$ cat src/pkg/sgp_pkg.sv
// Overview of operation
// - Mode register selects code-to-gain mapping.
// - White balance two modes, exposure three.
// - Piecewise codes 0-32 step 0.02174.
// - Piecewise codes 33-63 step 0.0434.
// - Uniform-step codes 0-47 step 0.0434.
// - Extended uniform-step exposure only, codes 0-63.
// - Four tile gain registers at 00h-03h.
// - Tile registers map green, red, blue, green.
// - Exposure gain registers at 10h and 21h.
// - Global offset is 6-bit signed magnitude.
// - References programmable in 5 mV steps.
// - Reference defaults 1.9 V and 0.6 V.
// - High init input reinitializes, low runs.
// - Init restores defaults, clears counters, latches.
// - Power register bit 0 selects standby.
// - Tristate register floats sync and data outputs.
package sgp_pkg;

  localparam logic [6:0] SGP_DEV_ADDR       = 7'h3C;
  localparam logic [7:0] SGP_OFF_TILE_GA    = 8'h00;
  localparam logic [7:0] SGP_OFF_TILE_RED   = 8'h01;
  localparam logic [7:0] SGP_OFF_TILE_BLUE  = 8'h02;
  localparam logic [7:0] SGP_OFF_TILE_GB    = 8'h03;
  localparam logic [7:0] SGP_OFF_EXP_FIRST  = 8'h10;
  localparam logic [7:0] SGP_OFF_EXP_SECOND = 8'h21;
  localparam logic [7:0] SGP_OFF_POWER      = 8'h40;
  localparam logic [7:0] SGP_OFF_TRISTATE   = 8'h41;
  localparam logic [7:0] SGP_OFF_POS_REF    = 8'h42;
  localparam logic [7:0] SGP_OFF_NEG_REF    = 8'h43;
  localparam logic [7:0] SGP_OFF_GAIN_MODE  = 8'h44;
  localparam logic [7:0] SGP_OFF_OFFSET     = 8'h45;

  localparam int SGP_MODE_WB_BIT  = 0;
  localparam int SGP_MODE_EXP_LSB = 1;
  localparam int SGP_POWER_STBY   = 0;
  localparam int SGP_OFFSET_SIGN  = 5;

  localparam logic [5:0] SGP_GAIN_CODE_RST = 6'h00;
  localparam logic [2:0] SGP_MODE_RST      = 3'h0;
  localparam logic [5:0] SGP_OFFSET_RST    = 6'h00;
  localparam logic [5:0] SGP_HIZ_RST       = 6'h00;
  localparam logic [7:0] SGP_REF_STEPS     = 8'hFA;
  localparam logic [7:0] SGP_POS_REF_RST   = 8'h78;
  localparam logic [7:0] SGP_NEG_REF_RST   = 8'h78;
  localparam logic [2:0] SGP_PIN_IDLE      = 3'h3;

  localparam logic [18:0] SGP_GAIN_BASE   = 19'h10FB8;
  localparam logic [18:0] SGP_GAIN_FINE   = 19'h0087E;
  localparam logic [18:0] SGP_GAIN_KNEE   = 19'h21F5C;
  localparam logic [18:0] SGP_GAIN_COARSE = 19'h010F4;
  localparam logic [6:0]  SGP_KNEE_CODE   = 7'h20;
  localparam logic [6:0]  SGP_MAX_PIECE   = 7'h3F;
  localparam logic [6:0]  SGP_MAX_UNIFORM = 7'h2F;
  localparam logic [6:0]  SGP_MAX_EXT     = 7'h43;

  typedef enum logic [1:0] {
    SGP_MODE_PIECE   = 2'h0,
    SGP_MODE_UNIFORM = 2'h1,
    SGP_MODE_EXT     = 2'h2
  } sgp_gain_mode_e;

  typedef enum logic [8:0] {
    SGP_ST_IDLE    = 9'h001,
    SGP_ST_DEVADDR = 9'h002,
    SGP_ST_ACK_DEV = 9'h004,
    SGP_ST_REGADDR = 9'h008,
    SGP_ST_ACK_REG = 9'h010,
    SGP_ST_WDATA   = 9'h020,
    SGP_ST_ACK_W   = 9'h040,
    SGP_ST_RDATA   = 9'h080,
    SGP_ST_RACK    = 9'h100
  } sgp_state_e;

endpackage

$ cat src/core/sgp_gain_dec.sv
module sgp_gain_dec
  import sgp_pkg::*;
(
  input  wire logic           i_clk,
  input  wire logic           i_rst,
  input  wire sgp_gain_mode_e i_mode,
  input  wire logic [5:0]     i_code,
  output logic      [18:0]    o_gain
);

  logic [6:0]  code_c;
  logic [18:0] gain_nxt;

  // Clamp the code to the top of the selected mode's range.
  always_comb begin
    code_c = {1'b0, i_code};
    case (i_mode)
      SGP_MODE_UNIFORM: begin
        if (code_c > SGP_MAX_UNIFORM) begin
          code_c = SGP_MAX_UNIFORM;
        end
      end
      SGP_MODE_EXT: begin
        if (code_c > SGP_MAX_EXT) begin
          code_c = SGP_MAX_EXT;
        end
      end
      default: begin
        if (code_c > SGP_MAX_PIECE) begin
          code_c = SGP_MAX_PIECE;
        end
      end
    endcase
  end

  // Gain is held in units of 1e-5.
  always_comb begin
    if (i_mode == SGP_MODE_PIECE) begin
      if (code_c <= SGP_KNEE_CODE) begin
        gain_nxt = SGP_GAIN_BASE + 19'(code_c) * SGP_GAIN_FINE;
      end else begin
        gain_nxt = SGP_GAIN_KNEE
                 + 19'(code_c - SGP_KNEE_CODE) * SGP_GAIN_COARSE;
      end
    end else begin
      gain_nxt = SGP_GAIN_BASE + 19'(code_c) * SGP_GAIN_COARSE;
    end
  end

  always_ff @(posedge i_clk) begin
    if (i_rst) begin
      o_gain <= SGP_GAIN_BASE;
    end else begin
      o_gain <= gain_nxt;
    end
  end
endmodule

$ cat src/core/sgp_ctrl.sv
module sgp_ctrl
  import sgp_pkg::*;
(
  input  wire logic        i_clk,
  input  wire logic        i_rst,
  input  wire logic        i_init,
  input  wire logic        i_scl,
  input  wire logic        i_sda,
  output logic             o_sda_o,
  output logic             o_sda_oe_n,
  output logic      [18:0] o_tile_green_a_gain,
  output logic      [18:0] o_tile_red_gain,
  output logic      [18:0] o_tile_blue_gain,
  output logic      [18:0] o_tile_green_b_gain,
  output logic      [18:0] o_exposure_gain_first,
  output logic      [18:0] o_exposure_gain_second,
  output logic             o_offset_sign,
  output logic      [4:0]  o_offset_mag,
  output logic      [7:0]  o_pos_ref_code,
  output logic      [7:0]  o_neg_ref_code,
  output logic             o_standby,
  output logic      [5:0]  o_hiz_sel,
  output logic             o_init_active
);

  logic [2:0]     sync1_r;
  logic [2:0]     sync2_r;
  logic [2:0]     sync3_r;
  logic [2:0]     pin_r;
  logic [2:0]     prev_r;
  logic           rst_all;
  logic           scl_rise;
  logic           scl_fall;
  logic           start_det;
  logic           stop_det;
  sgp_state_e     state_r;
  logic [3:0]     bit_cnt_r;
  logic [7:0]     shift_r;
  logic [7:0]     ptr_r;
  logic           rd_r;
  logic           byte_end;
  logic           wr_go;
  logic [7:0]     rd_data;
  logic [5:0]     code_r [6];
  logic [2:0]     mode_r;
  logic [5:0]     offset_r;
  sgp_gain_mode_e wb_mode;
  sgp_gain_mode_e exp_mode;
  logic [18:0]    gain_w [6];

  // Pins pass three flops; a change is taken once the last two agree.
  always_ff @(posedge i_clk) begin
    if (i_rst) begin
      sync1_r <= SGP_PIN_IDLE;
      sync2_r <= SGP_PIN_IDLE;
      sync3_r <= SGP_PIN_IDLE;
      pin_r   <= SGP_PIN_IDLE;
      prev_r  <= SGP_PIN_IDLE;
    end else begin
      sync1_r <= {i_init, i_sda, i_scl};
      sync2_r <= sync1_r;
      sync3_r <= sync2_r;
      pin_r   <= (sync3_r & ~(sync2_r ^ sync3_r))
               | (pin_r & (sync2_r ^ sync3_r));
      prev_r  <= pin_r;
    end
  end

  // A high init level holds every register after the pin synchronizer at its default.
  assign rst_all   = i_rst | pin_r[2];
  assign scl_rise  = pin_r[0] & ~prev_r[0];
  assign scl_fall  = ~pin_r[0] & prev_r[0];
  assign start_det = pin_r[0] & prev_r[0] & prev_r[1] & ~pin_r[1];
  assign stop_det  = pin_r[0] & prev_r[0] & ~prev_r[1] & pin_r[1];
  assign byte_end  = scl_fall && (bit_cnt_r == 4'h8);
  assign wr_go     = (state_r == SGP_ST_WDATA) && byte_end;

  always_ff @(posedge i_clk) begin
    if (rst_all) begin
      o_init_active <= 1'b1;
    end else begin
      o_init_active <= 1'b0;
    end
  end

  always_ff @(posedge i_clk) begin
    if (rst_all) begin
      state_r    <= SGP_ST_IDLE;
      bit_cnt_r  <= 4'h0;
      shift_r    <= 8'h00;
      ptr_r      <= 8'h00;
      rd_r       <= 1'b0;
      o_sda_oe_n <= 1'b1;
    end else if (stop_det) begin
      state_r    <= SGP_ST_IDLE;
      o_sda_oe_n <= 1'b1;
    end else if (start_det) begin
      state_r    <= SGP_ST_DEVADDR;
      bit_cnt_r  <= 4'h0;
      o_sda_oe_n <= 1'b1;
    end else begin
      case (state_r)
        SGP_ST_DEVADDR, SGP_ST_REGADDR, SGP_ST_WDATA: begin
          if (scl_rise) begin
            shift_r   <= {shift_r[6:0], pin_r[1]};
            bit_cnt_r <= bit_cnt_r + 4'h1;
          end else if (byte_end) begin
            bit_cnt_r <= 4'h0;
            if (state_r == SGP_ST_DEVADDR) begin
              if (shift_r[7:1] == SGP_DEV_ADDR) begin
                rd_r       <= shift_r[0];
                o_sda_oe_n <= 1'b0;
                state_r    <= SGP_ST_ACK_DEV;
              end else begin
                state_r <= SGP_ST_IDLE;
              end
            end else if (state_r == SGP_ST_REGADDR) begin
              ptr_r      <= shift_r;
              o_sda_oe_n <= 1'b0;
              state_r    <= SGP_ST_ACK_REG;
            end else begin
              ptr_r      <= ptr_r + 8'h01;
              o_sda_oe_n <= 1'b0;
              state_r    <= SGP_ST_ACK_W;
            end
          end
        end
        SGP_ST_ACK_DEV: begin
          if (scl_fall) begin
            if (rd_r) begin
              shift_r    <= {rd_data[6:0], 1'b0};
              o_sda_oe_n <= rd_data[7];
              bit_cnt_r  <= 4'h0;
              state_r    <= SGP_ST_RDATA;
            end else begin
              o_sda_oe_n <= 1'b1;
              state_r    <= SGP_ST_REGADDR;
            end
          end
        end
        SGP_ST_ACK_REG, SGP_ST_ACK_W: begin
          if (scl_fall) begin
            o_sda_oe_n <= 1'b1;
            state_r    <= SGP_ST_WDATA;
          end
        end
        SGP_ST_RDATA: begin
          if (scl_rise) begin
            bit_cnt_r <= bit_cnt_r + 4'h1;
          end else if (scl_fall && bit_cnt_r == 4'h8) begin
            o_sda_oe_n <= 1'b1;
            ptr_r      <= ptr_r + 8'h01;
            state_r    <= SGP_ST_RACK;
          end else if (scl_fall) begin
            o_sda_oe_n <= shift_r[7];
            shift_r    <= {shift_r[6:0], 1'b0};
          end
        end
        SGP_ST_RACK: begin
          if (scl_rise && pin_r[1]) begin
            state_r <= SGP_ST_IDLE;
          end else if (scl_fall) begin
            shift_r    <= {rd_data[6:0], 1'b0};
            o_sda_oe_n <= rd_data[7];
            bit_cnt_r  <= 4'h0;
            state_r    <= SGP_ST_RDATA;
          end
        end
        default: begin
          o_sda_oe_n <= 1'b1;
          state_r    <= SGP_ST_IDLE;
        end
      endcase
    end
  end

  always_ff @(posedge i_clk) begin
    o_sda_o <= 1'b0;
  end

  // Gain code registers: four tile entries then two exposure entries.
  always_ff @(posedge i_clk) begin
    if (rst_all) begin
      for (int i = 0; i < 6; i++) begin
        code_r[i] <= SGP_GAIN_CODE_RST;
      end
    end else if (wr_go) begin
      case (ptr_r)
        SGP_OFF_TILE_GA:    code_r[0] <= shift_r[5:0];
        SGP_OFF_TILE_RED:   code_r[1] <= shift_r[5:0];
        SGP_OFF_TILE_BLUE:  code_r[2] <= shift_r[5:0];
        SGP_OFF_TILE_GB:    code_r[3] <= shift_r[5:0];
        SGP_OFF_EXP_FIRST:  code_r[4] <= shift_r[5:0];
        SGP_OFF_EXP_SECOND: code_r[5] <= shift_r[5:0];
        default: ;
      endcase
    end
  end

  always_ff @(posedge i_clk) begin
    if (rst_all) begin
      mode_r         <= SGP_MODE_RST;
      offset_r       <= SGP_OFFSET_RST;
      o_offset_sign  <= 1'b0;
      o_offset_mag   <= 5'h00;
      o_pos_ref_code <= SGP_POS_REF_RST;
      o_neg_ref_code <= SGP_NEG_REF_RST;
      o_standby      <= 1'b0;
      o_hiz_sel      <= SGP_HIZ_RST;
    end else begin
      o_offset_sign <= offset_r[SGP_OFFSET_SIGN];
      o_offset_mag  <= offset_r[4:0];
      if (wr_go) begin
        case (ptr_r)
          SGP_OFF_GAIN_MODE: mode_r <= shift_r[2:0];
          SGP_OFF_OFFSET:    offset_r <= shift_r[5:0];
          SGP_OFF_POWER:     o_standby <= shift_r[SGP_POWER_STBY];
          SGP_OFF_TRISTATE:  o_hiz_sel <= shift_r[5:0];
          SGP_OFF_POS_REF: begin
            o_pos_ref_code <= (shift_r > SGP_REF_STEPS) ? SGP_REF_STEPS
                                                       : shift_r;
          end
          SGP_OFF_NEG_REF: begin
            o_neg_ref_code <= (shift_r > SGP_REF_STEPS) ? SGP_REF_STEPS
                                                       : shift_r;
          end
          default: ;
        endcase
      end
    end
  end

  // White balance has two modes; exposure a third, extended one.
  always_comb begin
    wb_mode = mode_r[SGP_MODE_WB_BIT] ? SGP_MODE_UNIFORM
                                      : SGP_MODE_PIECE;
    case (mode_r[SGP_MODE_EXP_LSB +: 2])
      2'h1:    exp_mode = SGP_MODE_UNIFORM;
      2'h2:    exp_mode = SGP_MODE_EXT;
      default: exp_mode = SGP_MODE_PIECE;
    endcase
  end

  always_comb begin
    case (ptr_r)
      SGP_OFF_TILE_GA:    rd_data = {2'h0, code_r[0]};
      SGP_OFF_TILE_RED:   rd_data = {2'h0, code_r[1]};
      SGP_OFF_TILE_BLUE:  rd_data = {2'h0, code_r[2]};
      SGP_OFF_TILE_GB:    rd_data = {2'h0, code_r[3]};
      SGP_OFF_EXP_FIRST:  rd_data = {2'h0, code_r[4]};
      SGP_OFF_EXP_SECOND: rd_data = {2'h0, code_r[5]};
      SGP_OFF_GAIN_MODE:  rd_data = {5'h00, mode_r};
      SGP_OFF_OFFSET:     rd_data = {2'h0, offset_r};
      SGP_OFF_POWER:      rd_data = {7'h00, o_standby};
      SGP_OFF_TRISTATE:   rd_data = {2'h0, o_hiz_sel};
      SGP_OFF_POS_REF:    rd_data = o_pos_ref_code;
      SGP_OFF_NEG_REF:    rd_data = o_neg_ref_code;
      default:            rd_data = 8'h00;
    endcase
  end

  for (genvar g = 0; g < 6; g++) begin : g_dec
    sgp_gain_dec u_dec (
      .i_clk  (i_clk),
      .i_rst  (rst_all),
      .i_mode ((g < 4) ? wb_mode : exp_mode),
      .i_code (code_r[g]),
      .o_gain (gain_w[g])
    );
  end

  assign o_tile_green_a_gain    = gain_w[0];
  assign o_tile_red_gain        = gain_w[1];
  assign o_tile_blue_gain       = gain_w[2];
  assign o_tile_green_b_gain    = gain_w[3];
  assign o_exposure_gain_first  = gain_w[4];
  assign o_exposure_gain_second = gain_w[5];
endmodule

$ cat config.mk
export PLATFORM = sky130hd
export DESIGN_NAME = sgp_ctrl
export DESIGN_NICKNAME = d
export VERILOG_FILES = /design/src/pkg/sgp_pkg.sv /design/src/core/sgp_gain_dec.sv /design/src/core/sgp_ctrl.sv
export SDC_FILE = /design/constraint.sdc
export NUM_CORES = 2
export LEC_CHECK = 0
export BUFFER_PORTS_ARGS = -buffer_cell sky130_fd_sc_hd__clkbuf_2
export CAP_MARGIN = 15
export CORE_UTILIZATION = 60
export DETAILED_ROUTE_END_ITERATION = 12
export PLACE_DENSITY = 0.88
export SLEW_MARGIN = 20
export SYNTH_ARGS = -nofsm -noshare
export SYNTH_HDL_FRONTEND = slang
export SYNTH_SLANG_ARGS = --single-unit
$ cat constraint.sdc
create_clock -name i_clk -period 10.83 [get_ports i_clk]
set_clock_uncertainty 0.1 [all_clocks]
set_input_delay 0.5415 -clock i_clk [delete_from_list [all_inputs] [get_ports i_clk]]
set_output_delay 0.5415 -clock i_clk [all_outputs]
set_load 0.03 [all_outputs]
==> summary.txt <==
Timing
  – Slew Viols, Final: 0
  – Final Worst Setup Slack: approximately 2.9 ns
  – Hold Vio Cnt, Final: 0
  – RSZ-0062 raised after global routing: no
  – Final TNS setup: 0 ns
  – Final setup viols: 0
  – Relative slew margins: 24.3%
  – Period Utilization, post-route: roughly three quarters
  – Highest clock rate: between 100 and 150 MHz
  – Minimum clock period: between 7 and 8 ns
  – Slew at the pin closest to its max-slew limit: 1.12 ns

Synth
  – Most frequent cell after synthesis: ha_1
  – Commonest cells post-synth: ha_1 (644), inv_1 (591), nand2_1 (295), nor2_1 (293), xnor2_1 (230)
  – Synth top area share: 22.2%
  – Number of synthesized flops with an enable pin: 36
  – Mean post-synth cell area: about 8 um^2
  – Sequential area share after synthesis: 13.6%
  – Leading area contributor after synthesis: ha_1
  – Yosys warnings: 0
  – Post-synthesis register bit count: ~230
  – Cell Area, Synth: 0.0363 mm^2
  – Cells after synthesis: roughly 4400
  – Async S/R FF share, synth: 0%
  – Top cells by area, synth: ha_1 (22%), fa_1 (12%), dfxtp_1 (11%), inv_1 (6.1%), xnor2_1 (5.5%)
  – Synth Flop Type: dfxtp_1
  – Synth unique cells: 100

Power
  – Net Sw Frac: a little under half
  – PwrDens: between 100 and 150 mW/mm^2
  – Total Power: 5.45 mW
  – Gate power share: between 60% and 70%
  – Share of total power in the clock network: between 10% and 20%
  – Worst vdd ir: between 0.1 and 0.15 mV
  – Leak: ~18 nW
  – Sw power: 2.55 mW
  – Flop pwr share: a little under a fifth
  – Internal cell power: slightly below 3 mW

Route
  – Remaining DRCs: 0
  – 1st-iter DRT viols: roughly 2900
  – Routed Antenna Nets: 0
  – Via Count: between 30000 and 40000
  – Wire length per cell: 18.4 um
  – WL final: roughly 97 mm
  – TritonRoute pass-1 iters: 6
  – Via density: a little over 6

Critical path
  – Critical setup path kind: flop to flop
  – CP required: roughly 11 ns
  – Data arrival time of the worst path: 8.36 ns
  – Setup crit start kind: flop
  – Worst Path Max Fanout: 58
  – CP Capture Type: flop

Place
  – Setup WS pre-CTS: ~3.0 ns
  – DP HPWL: 76.7 mm
  – Placed Cells incl. Taps: 5234
  – RD Place Congestion: just under 1
  – Port bufs: 143

Clocking
  – PostCTS Resize Cnt: 0
  – Clk buf depth: 3
  – Hold buffers post-CTS: 0
  – CTS tree: done
  – CTS root buf: clkbuf_16
  – Clk slew on worst S/H paths: around 0.06 ns
  – Cts bufs inserted: 26
  – H-tree lvl count: 1
  – Clock sink total: around 230
  – Worst-Skew Late Latency: approximately 0.59 ns
  – Post-CTS Setup Repair Bufs: 0

Global routing
  – Total track usage: between 30 and 40%
  – GR Overflow Total: 0
  – Global-route wire length before repair: 155 mm
  – Initial antenna violation count: 0
  – Vias in the first global route: ~31000
  – Largest net degree at the start of global routing: about 60

Worst hold path
  – Min-delay worst type: input pin to flop

Die
  – Ports: about 150
  – Starting Density: 61.1%
  – Die width: 248 um
  – Die ar.: a little over 0.06 mm^2
  – Core area: 0.0595 mm^2
  – Die Ht: ~250 um
  – Row cnt: approximately 90

Final layout
  – Area grow syn2layout: 6.24%
  – Non-Filler Instances: between 5000 and 6000
  – Antenna diode count: 0
  – Share of post-route cells with drive strength above 1: under 10%
  – Number of nets in the layout: 5348

Status
  – Outcome: completed

Job
  – Max-Cap Viols: 0
[layer usage]
layer	share of wire, %	track usage (%)	vias up
met5	0	0	-
met4	5.0	14.7	0
met3	8.1	4.68	310
met2	46	51.3	1379
met1	41	39.5	15500
li1	-	-	15500
[flip-flops by register name (all words and copies together) (netlist names), 2 cells and up, named ones only]
| name | count |
|---|---|
| g_dec.u_dec.o_gain | 108 |
| code_r | 36 |
| state_r | 9 |
| o_neg_ref_code | 8 |
| o_pos_ref_code | 8 |
| ptr_r | 8 |
| shift_r | 8 |
| o_hiz_sel | 6 |
| offset_r | 6 |
| o_offset_mag | 5 |
| bit_cnt_r | 4 |
| mode_r | 3 |
| sync1_r | 3 |
| sync2_r | 3 |
| sync3_r | 3 |
| prev_r | 2 |
[metrics by stage]
stage	instance area [um^2]	util [%]	hold WS, ns
finish	38600	64.9	0.0755
CTS	38600	64.9	0.0566
floorplan	36400	-	0.289
global route	38600	64.9	0.0762
detailed placement	37700	63.4	0.299
global placement	37700	63.4	0.294
[kinds of logic after synthesis]
family | Yosys count | share of synthesized area, %
buf+inv | 739 | 7.73
flops | 228 | 13.6
mux | 39 | 1.10
compound gates | 983 | 18.3
simple gates | 1225 | 16.9
other cells | 2 | 0.0207
xor+xnor | 360 | 8.68
fa+ha+maj | 854 | 33.7
[power groups by stage]
stage,Sequential [mW],Clock (mW),Combinational (mW)
after floorplan,1.20,0,2.44
after global placement,1.01,0,3.29
after detailed placement,1.01,0,3.39
after CTS,0.997,0.982,3.42
after global routing,1.00,1.02,3.80
final,0.997,0.976,3.47
[critical path, stage by stage (launching register included)]
cell       delay (ns)
dfxtp_1          0.37
inv_1            0.07
ha_2             0.94
or2_1            0.50
a21o_1           0.62
fa_1             0.52
ha_1             0.31
ha_1             0.32
fa_1             0.54
inv_1            0.06
fa_1             0.54
inv_1            0.05
ha_1             0.36
or2_2            0.33
o211ai_1         0.15
mux2i_1          0.13
a2111oi_1        0.82
a21oi_1          0.29
nand2_1          0.17
o31ai_1          0.08
xnor2_1          0.14
o311ai_0         0.29
o211a_1          0.20
[worst paths after layout]
| check | start | endpoint | slack [ns] | depth (start not counted) |
|---|---|---|---|---|
| max | mode_r[1] | g_dec[5].u_dec.o_gain[18] | 2.86 | 22 |
| min | i_sda | sync1_r[1] | 0.08 | 2 |
| max reg2reg | mode_r[1] | g_dec[5].u_dec.o_gain[18] | 2.86 | 22 |
| min reg2reg | sync1_r[1] | sync2_r[1] | 0.30 | 1 |
[layout make-up]
type	instances	area [um^2]
clock inverters	12	175
repair buffers	168	903
clock buffers	35	747
flip-flops and latches	228	4930
inverters	595	2230
multi-input cells	3470	28700
well taps	773	967
fillers	4749	20900
[cell usage in the layout, fill, tap and decap left out, drive strengths merged, types with 20 or more instances in the layout]
cell type	n
edfxtp	36
nand2b	53
o311ai	21
nor2	294
buf	25
nand2	295
o211ai	62
a21oi	230
inv	597
fa	210
a21o	50
o21ai	198
a211oi	79
o21a	57
o21bai	27
and3	39
nor2b	55
and2	72
dfxtp	192
nor4	24
o31a	23
ha	644
or3	26
mux2i	31
or2	41
nor3	97
a31oi	35
xnor2	230
xor2	130
o31ai	20
nand3	121
clkbuf	178
(Power assumes the default switching activity.)
